[src/rtl/reset_init_consts.svh]
`ifndef RESET_INIT_CONSTS_SVH
`define RESET_INIT_CONSTS_SVH

// register byte offsets
`define OFS_PORT_A_DIR     8'h00
`define OFS_PORT_A_LAT     8'h04
`define OFS_PORT_A_PIN     8'h08
`define OFS_PORT_STRIDE    8'h0c
`define OFS_PORT_E_DIR     8'h30
`define OFS_PORT_E_LAT     8'h34
`define OFS_PORT_E_PIN     8'h38
`define OFS_OSC_TUNE       8'h3c
`define OFS_TMR_PERIOD     8'h40
`define OFS_TMR_COUNT      8'h44
`define OFS_INT_CTRL       8'h48
`define OFS_PIR_FLAGS      8'h4c
`define OFS_PIR_ENABLE     8'h50
`define OFS_PIR_PRIO       8'h54
`define OFS_PROG_CNT       8'h58
`define OFS_TOS            8'h5c
`define OFS_STK_PTR        8'h60
`define OFS_EVT_STATUS     8'h64
`define OFS_EVT_MASK       8'h68
`define OFS_DIGITAL_EN     8'h6c

// field positions and masks
`define HIGH_GLOBAL_IRQ_ENABLE_BIT           7
`define LOW_GLOBAL_IRQ_ENABLE_BIT           6
`define WAKE_FLAG_BIT      0
`define PORT_A_OSC_MASK    8'hc0
`define PORT_A_ZERO_MASK   8'h2f
`define PORT_E_PIN3_BIT    3
`define OSC_TUNE_MASK      8'h3f
`define PIR_FLAGS_MASK     8'h7f
`define PIR_PRIO_MASK      8'h7f
`define EVT_MASK_BITS      8'h1f

// reset values
`define DIR_RESET          8'hff
`define PORT_E_DIR_RESET   3'h7
`define PIR_PRIO_RESET     8'h7f
`define TMR_PERIOD_RESET   16'hffff

// vectors and counts
`define VEC_HIGH           21'h000008
`define VEC_LOW            21'h000018
`define STACK_DEPTH_MAX    5'h1f

// event status bits
`define EVT_POWER_ON       0
`define EVT_WARM_RESET     1
`define EVT_WAKE_WDT       2
`define EVT_WAKE_IRQ       3
`define EVT_TMR_MATCH      4

`define RESP_OKAY          2'h0
`define RESP_SLVERR        2'h2

`endif

[src/rtl/reset_init_pkg.sv]
package reset_init_pkg;

   typedef enum logic [2:0] {
      RC_NONE,
      RC_POWER_ON,
      RC_WARM,
      RC_WAKE_WDT,
      RC_WAKE_IRQ
   } reset_class_t;

   typedef struct packed {
      logic [3:0][7:0] dir;       // ports a..d direction, 1 = input
      logic [3:0][7:0] lat;       // ports a..d output latch
      logic [3:0][7:0] pin;       // ports a..d sampled pins
      logic [2:0]      e_dir;
      logic [2:0]      e_lat;
      logic [3:0]      e_pin;
      logic [7:0]      osc_tune;
      logic [15:0]     tmr_period;
      logic [15:0]     tmr_count;
      logic [7:0]      int_ctrl;
      logic [7:0]      pir_flags;
      logic [7:0]      pir_enable;
      logic [7:0]      pir_prio;
      logic [20:0]     prog_cnt;
      logic [20:0]     tos;
      logic [4:0]      stk_ptr;
      logic [7:0]      evt_status;
      logic [7:0]      evt_mask;
      logic            digital_en;
      logic            irq;
      logic            aw_held;
      logic [7:0]      aw_addr;
      logic            w_held;
      logic [31:0]     w_data;
      logic [3:0]      w_strb;
      logic            awready;
      logic            wready;
      logic            bvalid;
      logic [1:0]      bresp;
      logic            arready;
      logic            rvalid;
      logic [31:0]     rdata;
      logic [1:0]      rresp;
   } state_t;

endpackage

[src/rtl/reset_init_values_bank.sv]
`include "reset_init_consts.svh"
`timescale 1ns/10ps
`default_nettype none

module reset_init_values_bank #(
   parameter int ADDR_WIDTH = 8                   // axi byte address width
) (
   input  wire logic                  aclk,             // system clock
   input  wire logic                  aresetn,          // sync reset, low active
   input  wire logic [ADDR_WIDTH-1:0] s_axi_awaddr,     // write address
   input  wire logic                  s_axi_awvalid,    // write address valid
   output logic                       s_axi_awready,    // write address ready
   input  wire logic [31:0]           s_axi_wdata,      // write data
   input  wire logic [3:0]            s_axi_wstrb,      // write byte strobes
   input  wire logic                  s_axi_wvalid,     // write data valid
   output logic                       s_axi_wready,     // write data ready
   output logic [1:0]                 s_axi_bresp,      // write response
   output logic                       s_axi_bvalid,     // write response valid
   input  wire logic                  s_axi_bready,     // write response ready
   input  wire logic [ADDR_WIDTH-1:0] s_axi_araddr,     // read address
   input  wire logic                  s_axi_arvalid,    // read address valid
   output logic                       s_axi_arready,    // read address ready
   output logic [31:0]                s_axi_rdata,      // read data
   output logic [1:0]                 s_axi_rresp,      // read response
   output logic                       s_axi_rvalid,     // read data valid
   input  wire logic                  s_axi_rready,     // read data ready
   input  wire logic                  power_on_reset,   // por or brown-out pulse
   input  wire logic                  warm_reset,       // pin/watchdog/instr/stack
   input  wire logic                  wake_watchdog,    // wake by watchdog pulse
   input  wire logic                  wake_interrupt,   // wake by interrupt pulse
   input  wire logic                  wake_irq_high,    // wake source is high prio
   input  wire logic [6:0]            wake_irq_source,  // peripheral flags to set
   input  wire logic                  osc_pins_enable,  // osc mode frees a[7:6]
   input  wire logic                  external_reset_pin_enable, // reset pin on e3
   input  wire logic [3:0][7:0]       port_pins_in,     // ports a..d pin levels
   input  wire logic [3:0]            port_e_pins_in,   // port e pin levels
   output logic [3:0][7:0]            port_direction,   // ports a..d, 1 = input
   output logic [3:0][7:0]            port_latch,       // ports a..d drive value
   output logic [2:0]                 port_e_direction, // port e, 1 = input
   output logic [2:0]                 port_e_latch,     // port e drive value
   output logic [20:0]                program_counter,  // core program counter
   output logic [4:0]                 return_stack_pointer, // stack pointer
   output logic                       irq               // level interrupt
);

   // elaboration check: the decode needs at least 7 address bits
   if (ADDR_WIDTH < 7 || ADDR_WIDTH > 32) begin : g_bad_addr_width
      $error("ADDR_WIDTH must lie in 7..32");
   end

   reset_init_pkg::state_t       st_reg;
   reset_init_pkg::state_t       st_next;
   reset_init_pkg::reset_class_t rclass;

   // byte-lane merge of an axi write into an old register value
   function automatic logic [31:0] merge(input logic [31:0] old_v,
                                         input logic [31:0] new_v,
                                         input logic [3:0]  strb);
      logic [31:0] r;
      r = old_v;
      for (int i = 0; i < 4; i++) begin
         if (strb[i]) begin
            r[8*i +: 8] = new_v[8*i +: 8];
         end
      end
      return r;
   endfunction

   // index of a port a..d register group, 4 when not a port group
   function automatic logic [2:0] port_index(input logic [7:0] a);
      logic [2:0] r;
      r = 3'h4;
      for (int i = 0; i < 4; i++) begin
         if (a >= 8'(i) * `OFS_PORT_STRIDE && a < 8'(i + 1) * `OFS_PORT_STRIDE) begin
            r = 3'(i);
         end
      end
      return r;
   endfunction

   // mask of bits that exist on port group i
   function automatic logic [7:0] port_mask(input logic [2:0] i, input logic osc_en);
      return (i == 3'h0 && !osc_en) ? ~`PORT_A_OSC_MASK : 8'hff;
   endfunction

   // reset class priority: power-on over warm over wake
   always_comb begin
      if (!aresetn || power_on_reset) begin
         rclass = reset_init_pkg::RC_POWER_ON;
      end else if (warm_reset) begin
         rclass = reset_init_pkg::RC_WARM;
      end else if (wake_interrupt) begin
         rclass = reset_init_pkg::RC_WAKE_IRQ;
      end else if (wake_watchdog) begin
         rclass = reset_init_pkg::RC_WAKE_WDT;
      end else begin
         rclass = reset_init_pkg::RC_NONE;
      end
   end

   // read decode, shared by the read channel
   function automatic logic [32:0] read_word(input reset_init_pkg::state_t s,
                                             input logic [7:0] a,
                                             input logic osc_en,
                                             input logic e3_en);
      logic [2:0]  pi;
      logic [7:0]  m;
      logic [7:0]  off;
      logic [31:0] d;
      logic        ok;
      pi  = port_index(a);
      m   = port_mask(pi, osc_en);
      d   = 32'h0;
      ok  = 1'b1;
      off = (pi < 3'h4) ? a - 8'(pi) * `OFS_PORT_STRIDE : a;
      if (a[1:0] != 2'h0) begin
         ok = 1'b0;
      end else if (pi < 3'h4) begin
         case (off)
            `OFS_PORT_A_DIR: d[7:0] = s.dir[pi[1:0]] & m;
            `OFS_PORT_A_LAT: d[7:0] = s.lat[pi[1:0]] & m;
            `OFS_PORT_A_PIN: begin
               d[7:0] = s.pin[pi[1:0]] & m;
               // analog-default bits stay zero until software frees them
               if (pi == 3'h0 && !s.digital_en) begin
                  d[7:0] = d[7:0] & ~`PORT_A_ZERO_MASK;
               end
            end
            default: ok = 1'b0;
         endcase
      end else begin
         case (a)
            `OFS_PORT_E_DIR: d[2:0]  = s.e_dir;
            `OFS_PORT_E_LAT: d[2:0]  = s.e_lat;
            `OFS_PORT_E_PIN: begin
               d[3:0] = s.e_pin;
               d[`PORT_E_PIN3_BIT] = s.e_pin[`PORT_E_PIN3_BIT] & ~e3_en;
            end
            `OFS_OSC_TUNE:   d[7:0]  = s.osc_tune & `OSC_TUNE_MASK;
            `OFS_TMR_PERIOD: d[15:0] = s.tmr_period;
            `OFS_TMR_COUNT:  d[15:0] = s.tmr_count;
            `OFS_INT_CTRL:   d[7:0]  = s.int_ctrl;
            `OFS_PIR_FLAGS:  d[7:0]  = s.pir_flags & `PIR_FLAGS_MASK;
            `OFS_PIR_ENABLE: d[7:0]  = s.pir_enable;
            `OFS_PIR_PRIO:   d[7:0]  = s.pir_prio & `PIR_PRIO_MASK;
            `OFS_PROG_CNT:   d[20:0] = s.prog_cnt;
            `OFS_TOS:        d[20:0] = s.tos;
            `OFS_STK_PTR:    d[4:0]  = s.stk_ptr;
            `OFS_EVT_STATUS: d[7:0]  = s.evt_status;
            `OFS_EVT_MASK:   d[7:0]  = s.evt_mask;
            `OFS_DIGITAL_EN: d[0]    = s.digital_en;
            default:         ok      = 1'b0;
         endcase
      end
      return {ok, d};
   endfunction

   // next-state logic for the whole bank
   always_comb begin
      logic [7:0]  wa;
      logic [31:0] wd;
      logic [31:0] cur;
      logic [2:0]  pi;
      logic [7:0]  m;
      logic [7:0]  off;
      logic [32:0] rw;
      logic        wr_ok;
      logic [7:0]  evt_set;
      logic [7:0]  evt_clr;
      wa      = st_reg.aw_addr;
      wd      = 32'h0;
      cur     = 32'h0;
      pi      = port_index(wa);
      m       = port_mask(pi, osc_pins_enable);
      off     = (pi < 3'h4) ? wa - 8'(pi) * `OFS_PORT_STRIDE : wa;
      rw      = 33'h0;
      wr_ok   = 1'b1;
      evt_set = 8'h0;
      evt_clr = 8'h0;
      st_next = st_reg;

      // pins sampled every cycle; inputs are synchronous
      st_next.pin   = port_pins_in;
      st_next.e_pin = port_e_pins_in;

      // free-running period timer
      if (st_reg.tmr_count == st_reg.tmr_period) begin
         st_next.tmr_count = 16'h0;
         evt_set[`EVT_TMR_MATCH] = 1'b1;
      end else begin
         st_next.tmr_count = st_reg.tmr_count + 16'h1;
      end

      // write channel: address and data taken in either order
      st_next.awready = 1'b0;
      st_next.wready  = 1'b0;
      if (s_axi_awvalid && st_reg.awready) begin
         st_next.aw_held = 1'b1;
         st_next.aw_addr = 8'(s_axi_awaddr);
      end
      if (s_axi_wvalid && st_reg.wready) begin
         st_next.w_held = 1'b1;
         st_next.w_data = s_axi_wdata;
         st_next.w_strb = s_axi_wstrb;
      end
      if (st_reg.bvalid && s_axi_bready) begin
         st_next.bvalid = 1'b0;
      end
      if (st_reg.aw_held && st_reg.w_held && !st_reg.bvalid) begin
         st_next.aw_held = 1'b0;
         st_next.w_held  = 1'b0;
         st_next.bvalid  = 1'b1;
         if (wa[1:0] != 2'h0) begin
            wr_ok = 1'b0;
         end else if (pi < 3'h4) begin
            case (off)
               `OFS_PORT_A_DIR: begin
                  wd = merge({24'h0, st_reg.dir[pi[1:0]]}, st_reg.w_data, st_reg.w_strb);
                  st_next.dir[pi[1:0]] = (wd[7:0] & m) | (st_reg.dir[pi[1:0]] & ~m);
               end
               `OFS_PORT_A_LAT: begin
                  wd = merge({24'h0, st_reg.lat[pi[1:0]]}, st_reg.w_data, st_reg.w_strb);
                  st_next.lat[pi[1:0]] = (wd[7:0] & m) | (st_reg.lat[pi[1:0]] & ~m);
               end
               `OFS_PORT_A_PIN: ;                            // pins are read-only
               default: wr_ok = 1'b0;
            endcase
         end else begin
            case (wa)
               `OFS_PORT_E_DIR: cur = {29'h0, st_reg.e_dir};
               `OFS_PORT_E_LAT: cur = {29'h0, st_reg.e_lat};
               `OFS_OSC_TUNE:   cur = {24'h0, st_reg.osc_tune};
               `OFS_TMR_PERIOD: cur = {16'h0, st_reg.tmr_period};
               `OFS_TMR_COUNT:  cur = {16'h0, st_reg.tmr_count};
               `OFS_INT_CTRL:   cur = {24'h0, st_reg.int_ctrl};
               `OFS_PIR_FLAGS:  cur = {24'h0, st_reg.pir_flags};
               `OFS_PIR_ENABLE: cur = {24'h0, st_reg.pir_enable};
               `OFS_PIR_PRIO:   cur = {24'h0, st_reg.pir_prio};
               `OFS_EVT_MASK:   cur = {24'h0, st_reg.evt_mask};
               `OFS_DIGITAL_EN: cur = {31'h0, st_reg.digital_en};
               default:         cur = 32'h0;
            endcase
            wd = merge(cur, st_reg.w_data, st_reg.w_strb);
            case (wa)
               `OFS_PORT_E_DIR: st_next.e_dir      = wd[2:0];
               `OFS_PORT_E_LAT: st_next.e_lat      = wd[2:0];
               `OFS_OSC_TUNE:   st_next.osc_tune   = wd[7:0] & `OSC_TUNE_MASK;
               `OFS_TMR_PERIOD: st_next.tmr_period = wd[15:0];
               `OFS_TMR_COUNT:  st_next.tmr_count  = wd[15:0];
               `OFS_INT_CTRL:   st_next.int_ctrl   = wd[7:0];
               `OFS_PIR_FLAGS:  st_next.pir_flags  = wd[7:0] & `PIR_FLAGS_MASK;
               `OFS_PIR_ENABLE: st_next.pir_enable = wd[7:0];
               `OFS_PIR_PRIO:   st_next.pir_prio   = wd[7:0] & `PIR_PRIO_MASK;
               `OFS_EVT_MASK:   st_next.evt_mask   = wd[7:0] & `EVT_MASK_BITS;
               `OFS_DIGITAL_EN: st_next.digital_en = wd[0];
               // write one to clear; byte lane 0 only
               `OFS_EVT_STATUS: evt_clr = st_reg.w_strb[0] ? st_reg.w_data[7:0] : 8'h0;
               `OFS_PORT_E_PIN, `OFS_PROG_CNT, `OFS_TOS, `OFS_STK_PTR: ;  // read-only
               default:         wr_ok = 1'b0;
            endcase
         end
         st_next.bresp = wr_ok ? `RESP_OKAY : `RESP_SLVERR;
      end
      // ready only while nothing of that kind is held or answered
      st_next.awready = !st_next.aw_held && !st_next.bvalid && !st_reg.awready;
      st_next.wready  = !st_next.w_held && !st_next.bvalid && !st_reg.wready;

      // read channel: one cycle from address to data
      st_next.arready = 1'b0;
      if (st_reg.rvalid && s_axi_rready) begin
         st_next.rvalid = 1'b0;
      end
      if (s_axi_arvalid && st_reg.arready) begin
         rw = read_word(st_reg, 8'(s_axi_araddr), osc_pins_enable,
                        external_reset_pin_enable);
         st_next.rvalid = 1'b1;
         st_next.rdata  = rw[31:0];
         st_next.rresp  = rw[32] ? `RESP_OKAY : `RESP_SLVERR;
      end else begin
         st_next.arready = !st_next.rvalid;
      end

      // power-on and warm classes override software writes of the same cycle
      case (rclass)
         reset_init_pkg::RC_POWER_ON: begin
            // unknown power-on contents are given as zero here
            st_next.dir        = {4{`DIR_RESET}};
            st_next.lat        = '0;
            st_next.e_dir      = `PORT_E_DIR_RESET;
            st_next.e_lat      = 3'h0;
            st_next.osc_tune   = 8'h0;
            st_next.tmr_period = `TMR_PERIOD_RESET;
            st_next.tmr_count  = 16'h0;
            st_next.int_ctrl   = 8'h0;
            st_next.pir_flags  = 8'h0;
            st_next.pir_enable = 8'h0;
            st_next.pir_prio   = `PIR_PRIO_RESET;
            st_next.prog_cnt   = 21'h0;
            st_next.tos        = 21'h0;
            st_next.stk_ptr    = 5'h0;
            st_next.digital_en = 1'b0;
            evt_set[`EVT_POWER_ON] = 1'b1;
         end
         reset_init_pkg::RC_WARM: begin
            // latches and stack top keep their contents; the timer count is not reset and keeps running
            st_next.dir        = {4{`DIR_RESET}};
            st_next.e_dir      = `PORT_E_DIR_RESET;
            st_next.osc_tune   = 8'h0;
            st_next.tmr_period = `TMR_PERIOD_RESET;
            st_next.int_ctrl   = 8'h0;
            st_next.pir_flags  = 8'h0;
            st_next.pir_enable = 8'h0;
            st_next.pir_prio   = `PIR_PRIO_RESET;
            st_next.prog_cnt   = 21'h0;
            st_next.stk_ptr    = 5'h0;
            st_next.digital_en = 1'b0;
            st_next.lat        = st_reg.lat;
            st_next.e_lat      = st_reg.e_lat;
            evt_set[`EVT_WARM_RESET] = 1'b1;
         end
         reset_init_pkg::RC_WAKE_IRQ: begin
            // only cause flags and the vector path change on wake-up
            st_next.pir_flags = (st_next.pir_flags | {1'b0, wake_irq_source})
                                & `PIR_FLAGS_MASK;
            if (wake_irq_source == 7'h0) begin
               st_next.int_ctrl[`WAKE_FLAG_BIT] = 1'b1;
            end
            if (st_reg.int_ctrl[`HIGH_GLOBAL_IRQ_ENABLE_BIT] || st_reg.int_ctrl[`LOW_GLOBAL_IRQ_ENABLE_BIT]) begin
               st_next.prog_cnt = wake_irq_high ? `VEC_HIGH : `VEC_LOW;
               st_next.tos      = st_reg.prog_cnt;
               // saturates at the top instead of wrapping silently
               if (st_reg.stk_ptr != `STACK_DEPTH_MAX) begin
                  st_next.stk_ptr = st_reg.stk_ptr + 5'h1;
               end
            end
            evt_set[`EVT_WAKE_IRQ] = 1'b1;
         end
         reset_init_pkg::RC_WAKE_WDT: begin
            evt_set[`EVT_WAKE_WDT] = 1'b1;
         end
         default: ;
      endcase

      // sticky events: a set in the clearing cycle wins
      st_next.evt_status = ((st_reg.evt_status & ~evt_clr) | evt_set) & `EVT_MASK_BITS;
      st_next.irq        = |(st_next.evt_status & st_next.evt_mask);

      // bus side of reset: channels idle, bank already loaded above
      if (!aresetn) begin
         st_next.evt_status = 8'h0;
         st_next.evt_mask   = 8'h0;
         st_next.irq        = 1'b0;
         st_next.pin        = '0;
         st_next.e_pin      = 4'h0;
         st_next.aw_held    = 1'b0;
         st_next.aw_addr    = 8'h0;
         st_next.w_held     = 1'b0;
         st_next.w_data     = 32'h0;
         st_next.w_strb     = 4'h0;
         st_next.awready    = 1'b0;
         st_next.wready     = 1'b0;
         st_next.bvalid     = 1'b0;
         st_next.bresp      = `RESP_OKAY;
         st_next.arready    = 1'b0;
         st_next.rvalid     = 1'b0;
         st_next.rdata      = 32'h0;
         st_next.rresp      = `RESP_OKAY;
         st_next.lat        = '0;
         st_next.e_lat      = 3'h0;
      end
   end

   // single state register; reset folded in the comb block
   always_ff @(posedge aclk) begin
      st_reg <= st_next;
   end

   // every output straight from the state register
   assign s_axi_awready        = st_reg.awready;
   assign s_axi_wready         = st_reg.wready;
   assign s_axi_bresp          = st_reg.bresp;
   assign s_axi_bvalid         = st_reg.bvalid;
   assign s_axi_arready        = st_reg.arready;
   assign s_axi_rdata          = st_reg.rdata;
   assign s_axi_rresp          = st_reg.rresp;
   assign s_axi_rvalid         = st_reg.rvalid;
   assign port_direction       = st_reg.dir;
   assign port_latch           = st_reg.lat;
   assign port_e_direction     = st_reg.e_dir;
   assign port_e_latch         = st_reg.e_lat;
   assign program_counter      = st_reg.prog_cnt;
   assign return_stack_pointer = st_reg.stk_ptr;
   assign irq                  = st_reg.irq;

endmodule // reset_init_values_bank

`default_nettype wire

[config.mk]
export PLATFORM = sky130hd
export DESIGN_NAME = reset_init_values_bank
export DESIGN_NICKNAME = d
export VERILOG_FILES = /design/src/rtl/reset_init_pkg.sv /design/src/rtl/reset_init_values_bank.sv
export VERILOG_INCLUDE_DIRS = /design/src /design/src/rtl
export SDC_FILE = /design/constraint.sdc
export NUM_CORES = 1
export LEC_CHECK = 0
export CAP_MARGIN = 20
export CORE_MARGIN = 2
export CORE_UTILIZATION = 55
export DETAILED_ROUTE_END_ITERATION = 6
export DONT_BUFFER_PORTS = 1
export PLACE_DENSITY = 0.78
export SETUP_SLACK_MARGIN = 0.05
export SLEW_MARGIN = 20
export SYNTH_ARGS = -nofsm -noshare
export SYNTH_HDL_FRONTEND = slang
export SYNTH_SLANG_ARGS = --single-unit
[constraint.sdc]
create_clock -name aclk -period 13.1 [get_ports aclk]
set_clock_uncertainty 0.15 [all_clocks]
set_input_delay 3.93 -clock aclk [delete_from_list [all_inputs] [get_ports aclk]]
set_output_delay 3.93 -clock aclk [all_outputs]
set_load 0.1 [all_outputs]
# [Word level (Yosys, flattened, before mapping)]
# Index checks and enable logic that the tools add are counted.
[totals] regBits=313 input_bits=109 out_inout_bits=138 wordCells=331
[classes] addsub=4 mul=2 order_cmp=21 n_eq_ne=48 muxes=120 bitwise=21 reduce_logical=72
[op_table] cell="8-bit two-way mux" count=27
[op_table] cell="8-bit by 7-bit == test with 1-bit output (second input constant)" count=24
[op_table] cell="64-bit two-way mux" count=3
[op_table] cell="16-bit case mux with 10 select lines" count=1
[op_table] cell="48-bit two-way mux" count=3
[op_table] cell="64-bit case mux with 2 select lines" count=1
[op_table] cell="21-bit case mux with 2 select lines" count=2
[op_table] cell="8-bit binary-select mux with 2-bit select" count=5
[op_table] cell="32-bit bitwise mux" count=2
[op_table] cell="8-bit by 6-bit == test with 1-bit output (second input constant)" count=8
[op_table] cell="32-bit two-way mux" count=2
[op_table] cell="8-bit AND" count=7
[op_table] cell="47-bit two-way mux" count=1
[op_table] cell="3-bit two-way mux" count=15
[op_table] cell="37-bit two-way mux" count=1
[op_table] cell="9-bit two-way mux" count=4
[op_table] cell="35-bit two-way mux" count=1
[op_table] cell="5-bit two-way mux" count=7
[op_table] cell="3-bit case mux with 11 select lines" count=1
[op_table] cell="8-bit by 6-bit less-than comparator with 1-bit output (second input constant)" count=4
[op_table] cell="16-bit two-way mux" count=2
[op_table] cell="8-bit case mux with 4 select lines" count=1
[op_table] cell="4-bit AND reduction" count=8
[op_table] cell="16-bit OR reduction" count=2
[op_table] cell="61 further kinds" count=156

# [Longest topological paths before layout]
# Gate-level depths: netlist of the first run.
[logic_depth] word_depth=22 mapped_depth=16 mapped_depth_nobuf=14

# [Worst setup path after synthesis of the first run]
# No wires, ideal clock.
[synth_timing] kind="in2reg" start="input port s_axi_araddr[5]" end="register st_reg (netlist bit s_axi_rdata[7])" setup_ps=74 arrival_time_ps=7393 setup_slack_ps=5482 path_stages=15 cell_sequence="buf_2 > nor2b_1 > o21a_1 > buf_2 > buf_1 > ha_1 > inv_1 > fa_1 > ha_1 > nor2b_1 > o21ai_1 > mux2_2 > a311o_1 > a2111o_1 > a31oi_1"
[synth_between] elab_chain_len=14 word_cells_on_any_way=51 cone_classes="add/sub (1); mul (1); order compare (9); eq/ne (13); mux (17); bitwise (3); reduce/logical (7)"
[synth_rtl] element="from (decl)" line="reset_init_values_bank.sv:20" text="input wire logic [ADDR_WIDTH-1:0] s_axi_araddr,"
[synth_rtl] element="8-bit by 1-bit >= comparator with 1-bit output (no line) / 8-bit by 4-bit less-than comparator with 1-bit output (equally long branches)"
[synth_rtl] element="1-bit logical AND (no line)"
[synth_rtl] element="3-bit two-way mux (4 in series)" line="reset_init_values_bank.sv:74" text="if (a >= 8'(i) * `OFS_PORT_STRIDE && a < 8'(i + 1) * `OFS_PORT_STRIDE) begin"
[synth_rtl] element="3-bit two-way mux" line="reset_init_values_bank.sv:273" text="if (s_axi_arvalid && st_reg.arready) begin"
[synth_rtl] element="3-bit by 2-bit multiplier with 5-bit output (no line) / 3-bit zero test (equally long branches)"
[synth_rtl] element="8-bit by 7-bit subtractor with 8-bit output (no line) / 1-bit logical AND (equally long branches)"
[synth_rtl] element="8-bit two-way mux, on equally long branches" line="reset_init_values_bank.sv:115, reset_init_values_bank.sv:83"
[synth_rtl] element="8-bit by 4-bit == test with 1-bit output, or another cell as far along" line="reset_init_values_bank.sv:119" text="case (off)"
[synth_rtl] element="8-bit case mux with 3 select lines" line="reset_init_values_bank.sv:119"
[synth_rtl] element="8-bit two-way mux (*)" line="reset_init_values_bank.sv:118" text="end else if (pi < 3'h4) begin"
[synth_rtl] element="21-bit two-way mux (*)" line="reset_init_values_bank.sv:116" text="if (a[1:0] != 2'h0) begin"
[synth_rtl] element="to (signal assigned)" line="reset_init_values_bank.sv:375" text="st_reg <= st_next;"
[synth_rtl] element="to (decl)" line="reset_init_values_bank.sv:51" text="reset_init_pkg::state_t st_reg;"
# Every way passes the cells marked *; elsewhere a longest branch is shown, timed or not. The select of a mux whose other input is x is not followed.
# A chain may end at the register's enable or synchronous reset.

# [Worst setup path in the final report of the first run]
[layout_timing] start="input port s_axi_araddr[3]" end="register st_reg (netlist bit s_axi_rdata[2])"
[layout_between] elab_chain_len=14 word_cells_on_any_way=55 cone_classes="add/sub (1); mul (1); order compare (9); eq/ne (17); mux (17); bitwise (3); reduce/logical (7)"
[layout_rtl] element="8-bit by 1-bit >= comparator with 1-bit output (no line) / 8-bit by 4-bit less-than comparator with 1-bit output (equally long branches)"
[layout_rtl] element="1-bit logical AND (no line)"
[layout_rtl] element="3-bit two-way mux (4 in series)" line="reset_init_values_bank.sv:74"
[layout_rtl] element="3-bit two-way mux" line="reset_init_values_bank.sv:273"
[layout_rtl] element="3-bit by 2-bit multiplier with 5-bit output (no line)"
[layout_rtl] element="8-bit by 7-bit subtractor with 8-bit output (no line)"
[layout_rtl] element="8-bit two-way mux" line="reset_init_values_bank.sv:115" text="off = (pi < 3'h4) ? a - 8'(pi) * `OFS_PORT_STRIDE : a;"
[layout_rtl] element="8-bit by 4-bit == test with 1-bit output, or another cell as far along" line="reset_init_values_bank.sv:119"
[layout_rtl] element="8-bit case mux with 3 select lines" line="reset_init_values_bank.sv:119"
[layout_rtl] element="8-bit two-way mux (*)" line="reset_init_values_bank.sv:118"
[layout_rtl] element="21-bit two-way mux (*)" line="reset_init_values_bank.sv:116"
# Marks and branches as above.

==> results of run 1 <==
[per-stage QoR]
step	setup slack [ns]	instances	cell area, µm²	hold WS (ns)
4_1_cts	5.13	1960	15200	0.308
3_5_place_dp	4.54	1913	14300	0.300
2_1_floorplan	5.48	1799	15200	0.286
3_3_place_gp	4.58	1913	14300	0.294
6_report	4.89	1963	15200	0.308
5_1_grt	4.69	1960	15200	0.329
[critical path: stages]
cell and delay [ns]:
and3b_1 0.28, o21ai_2 0.69, nand2_1 0.51, ha_1 0.34, inv_1 0.06, fa_1 0.42
ha_1 0.35, nor2b_1 0.24, o211ai_1 0.15, nor4_1 0.38, o31ai_1 0.14, buf_4 0.19
a2111oi_0 0.61, o31a_1 0.22
[cell usage after synthesis (all sizes together) (17+ instances only)]
cell    instances  share of area
clkbuf         69          0.017
nand2         220          0.055
a31oi          36          0.016
o211ai         26          0.013
ha             21          0.017
dfxtp         202           0.27
nand3          71          0.024
and2           51          0.021
nor2          109          0.029
nor2b          19         0.0079
and3           31          0.013
a21oi         101          0.035
a211oi         20          0.011
o221ai         17         0.0099
inv            38         0.0095
mux2i          65          0.044
xnor2          29          0.017
a22oi          43          0.021
nor3           28          0.011
buf           184          0.084
o21ai          53          0.018
edfxtp         44          0.088
[layer usage]
metal / track usage / vias up
li1: - / 5927
met5: 0 / -
met3: 0.0893 / 194
met4: 0.164 / 0
met1: 0.430 / 6354
met2: 0.510 / 983
[power by group]
group	total [mW]	switching [mW]	internal (mW)
clock network	0.749	0.312	0.438
logic	0.222	0.163	0.0593
registers	0.832	0.0471	0.785
total	1.80	0.522	1.28
[path summary, 6_finish.rpt]
check                   from              to  slack [ns]  depth (start not counted)
max          s_axi_araddr[3]  s_axi_rdata[2]        4.89                         14
min               st_reg[54]      st_reg[54]        0.31                          2
max reg2reg       st_reg[81]   port_latch[0]        7.48                         13
min reg2reg       st_reg[54]      st_reg[54]        0.31                          2
[cell families after synthesis]
family	after synthesis	share of synthesized area
adder cells (fa/ha/maj)	24	0.0215
flip-flops	246	0.357
XOR/XNOR	36	0.0210
AND/OR/NAND/NOR	634	0.215
other	1	0.000250
multiplexers	76	0.0554
buffers and inverters	293	0.111
AO/OA/AOI/OAI	453	0.219
[final cells by class]
cell class | instances | area [µm²] | area share
Clock buffer | 38 | 790 | 0.0520
Multi-Input combinational cell | 1260 | 8170 | 0.538
Clock inverter | 9 | 77.6 | 0.00511
Timing Repair Buffer | 26 | 195 | 0.0129
Sequential cell | 246 | 5370 | 0.353
Antenna cell | 3 | 7.51 | 0.000494
Inverter | 40 | 150 | 0.00989
Tap cell | 341 | 427 | 0.0281
==> impl_metrics.yaml, run 1 <==
synth:
  seq_area_frac_synth: 0.357
  synth.avg_cell_area_um2: 8.52
  synth_seq_cells: 246
  synth_edf_count: 44
  synth_area_mm2: 0.0150
  synth_ff_type: "dfxtp_1"
  yosysUniqueCellTypes: 103
  ys_warn_count: 0
  async_flop_share: 0
  postSynthCellCount: 1763
job:
  maxCapViolations: 0
final_layout:
  largest_reg_flops: 145
  areaGrowthSynthToFinish_pct: 1.03
  final.fill_count: 2409
  layout-drive-gt1-share: 0.0877
  final_common_cell: "nand2_1"
  layout_common_cells: "nand2_1, dfxtp_1, nor2_1, a21oi_1, nand3_1"
  nets: 1733
  finish.utilization: 0.565
place:
  place_congestion: 1.05
  dpl.hpwl_um: 35300
  portBuffers: 0
timing:
  hold_viol_final: 0
  finalSetupTns_ns: 0
  setup_viol: 0
  drv_slew: 0
  rsz0062_at_grt: "no"
  fmax_mhz: 122
  max_slew.worst_pin.slew_ns: 1.18
  slew_headroom: 0.212
  min_period_ns: 8.21
  fin_crit_sh: 0.627
clocking:
  clkSinkCount: 246
  post_cts_resized: 0
  cts_setup_buffers: 0
  numCtsBuffers: 26
  clock_latency_ns: 0.54
  cts_tree: "yes"
  clockBufferDepth: 3
  cts_root_buffer: "clkbuf_16"
  cts_hold_buffers: 0
  clkSlewWorstSetupHoldPaths_ns: 0.06
  ctsHtreeMaxLevel: 1
global_routing:
  antenna_found_initial: 2
  grt_pass1_vias: 12400
  grt_overflow: 0
  grt_pass1_wl_um: 74100
  grt_util_all_layers: 0.331
  grt_max_degree: 56
worst_setup_path:
  worst_setup_path_start_kind: "primary input"
  cp-end-kind: "register"
  critPathArrivalTime_ns: 8.54
  crit_path_max_fanout: 22
  required_ns: 13.43
  path_class: "primary input to register"
die:
  coreArea_mm2: 0.0269
  die_area_mm2: 0.0287
  rows: 60
  dieHeight_um: 169
  io_pins: 247
  initial_core_util: 0.559
  chipWidth_um: 169
outcome:
  status: "complete, no violations"
drt:
  vias_per_cell: 6.86
  first_iter_violations: 1973
  dr_wl_met2_um: 21500
  ant_nets: 0
  drc: 0
  top_layer_used: "met4"
  drt_pass1_iterations: 6
  route.layer.met1.wl_um: 18400
  wl_met3_um: 6570
  wl_um: 49400
  vias: 13500
  wl_per_cell_um: 25.2
power:
  p_total_mw: 1.80
  p_per_area_mw_per_mm2: 119
  p_leak_nw: 5.15
  ir_drop_mv: 0.103
min_path:
  hp-class: "register to register"
Power figures use the tool's default switching activity.
==> run 2: changes to the inputs <==
==> constraint.sdc (replaced) <==
create_clock -name aclk -period 8.32 [get_ports aclk]
set_clock_uncertainty 0.15 [all_clocks]
set_input_delay 2.496 -clock aclk [delete_from_list [all_inputs] [get_ports aclk]]
set_output_delay 2.496 -clock aclk [all_outputs]
set_load 0.1 [all_outputs]
==> run 2 against run 1 <==
Against the previous run:
- combinational power is 56% higher
- critical path depth stayed put
- global-route usage is 0.44 points higher
- clock power is 67% higher
- highest routed layer unchanged
- sequential power is 59% higher
- flip-flop and latch count stayed put
- count of clock-buffer cells in the layout is 4 higher
- total power is 61% higher
- sequential share of layout area is 0.11 points lower
- cell area is 0.33% higher
- via count is 0.43% lower
- register-to-register slack worse by 4.7 ns
==> impl_metrics.yaml, run 2 (synthesis gave the netlist of run 1 again) <==
place:
  dpl.hpwl_um: 35800
  portBuffers: 0
  place_area_mm2: 0.0143
  place_congestion: 1.01
timing:
  hold_slack_ns: 0.305
  fmax_mhz: 155
  rsz0062_at_grt: "no"
  fin_crit_sh: 0.778
  setup_viol: 0
  min_period_ns: 6.47
  drv_slew: 0
  max_slew.worst_pin.slew_ns: 1.21
  slew_headroom: 0.191
  hold_viol_final: 0
  finalSetupTns_ns: 0
final_layout:
  nets: 1733
  largest_reg_flops: 145
  layout-drive-gt1-share: 0.0876
  final_common_cell: "nand2_1"
  areaGrowthSynthToFinish_pct: 1.37
  layout.cell_area.non_filler_mm2: 0.0152
  layout_common_cells: "nand2_1, dfxtp_1, nor2_1, a21oi_1, nand3_1"
  finish.utilization: 0.567
global_routing:
  grt_max_degree: 55
  grt_overflow: 0
  grt_util_all_layers: 0.336
  antenna_found_initial: 0
  grt_pass1_vias: 12400
  grt_pass1_wl_um: 75000
clocking:
  cts_root_buffer: "clkbuf_16"
  clkSlewWorstSetupHoldPaths_ns: 0.06
  numCtsBuffers: 27
  clkSinkCount: 246
  post_cts_resized: 0
  clockBufferDepth: 3
  cts_setup_buffers: 0
  ctsHtreeMaxLevel: 1
  cts_tree: "yes"
  cts_hold_buffers: 0
  clock_latency_ns: 0.55
outcome:
  status: "complete, no violations"
worst_setup_path:
  worstRegToRegCells: 12
  required_ns: 8.60
  worst_setup_path_start_kind: "primary input"
  critPathArrivalTime_ns: 6.76
  path_class: "primary input to register"
  crit_path_max_fanout: 38
  cp-end-kind: "register"
die:
  dieHeight_um: 169
  rows: 60
  io_pins: 247
  chipWidth_um: 169
  die_area_mm2: 0.0287
  initial_core_util: 0.559
  coreArea_mm2: 0.0269
power:
  p_per_area_mw_per_mm2: 191
  ir_drop_mv: 0.180
  p_leak_nw: 5.17
drt:
  wl_per_cell_um: 25.5
  vias: 13400
  drc: 0
  drt_pass1_iterations: 6
  first_iter_violations: 1710
  ant_nets: 0
  vias_per_cell: 6.83
  wl_um: 50000
min_path:
  hp-class: "register to register"
  min_path_cells: 2
job:
  maxCapViolations: 0
==> run 2: stage by stage <==
step | power [mW] | std cells | setup slack, ns
floorplan | 1.63 | 1799 | 2.14
global placement | 1.67 | 1912 | 1.47
detailed placement | 1.68 | 1912 | 1.39
CTS | 2.90 | 1962 | 1.94
global route | 2.99 | 1962 | 1.66
finish | 2.91 | 1963 | 1.85
==> run 2: layer usage <==
metal / track usage / part of all wire / routed length (µm) / vias to the layer above
met5: 0 / 0 / 0 / -
li1: - / - / - / 5924
met4: 0.165 / 0.059 / 2940 / 0
met2: 0.528 / 0.44 / 22200 / 917
met1: 0.430 / 0.38 / 18800 / 6385
met3: 0.0863 / 0.12 / 6040 / 174
==> run 2: report_power, final <==
part	switching, mW	internal [mW]	total, mW
Combinational	0.254	0.0931	0.347
Sequential	0.0790	1.24	1.32
Clock	0.500	0.746	1.25
==> run 2: layout make-up <==
class,count,area (µm²)
clock inverter,8,100
antenna,1,2.50
timing repair buffer,25,188
inverter,40,150
tap,341,427
multi-input combinational,1260,8170
fill,2437,11600
clock buffer,42,826
sequential,246,5370
==> run 2: worst max-delay path, stage by stage <==
cell,delay [ns]
or2_1,0.28
nand3_1,0.11
buf_4,0.37
nand2_1,0.38
ha_1,0.31
inv_1,0.06
fa_1,0.42
ha_1,0.35
nor2b_1,0.24
o21ai_1,0.14
mux2i_1,0.16
o31ai_1,0.85
a31oi_1,0.18
o311a_1,0.40
==> run 2: final timing paths <==
path	from	endpoint	slack (ns)
max	s_axi_araddr[3]	s_axi_rdata[5]	1.85
min	st_reg[54]	st_reg[54]	0.30
max reg2reg	st_reg[80]	port_latch[3]	2.80
min reg2reg	st_reg[54]	st_reg[54]	0.30
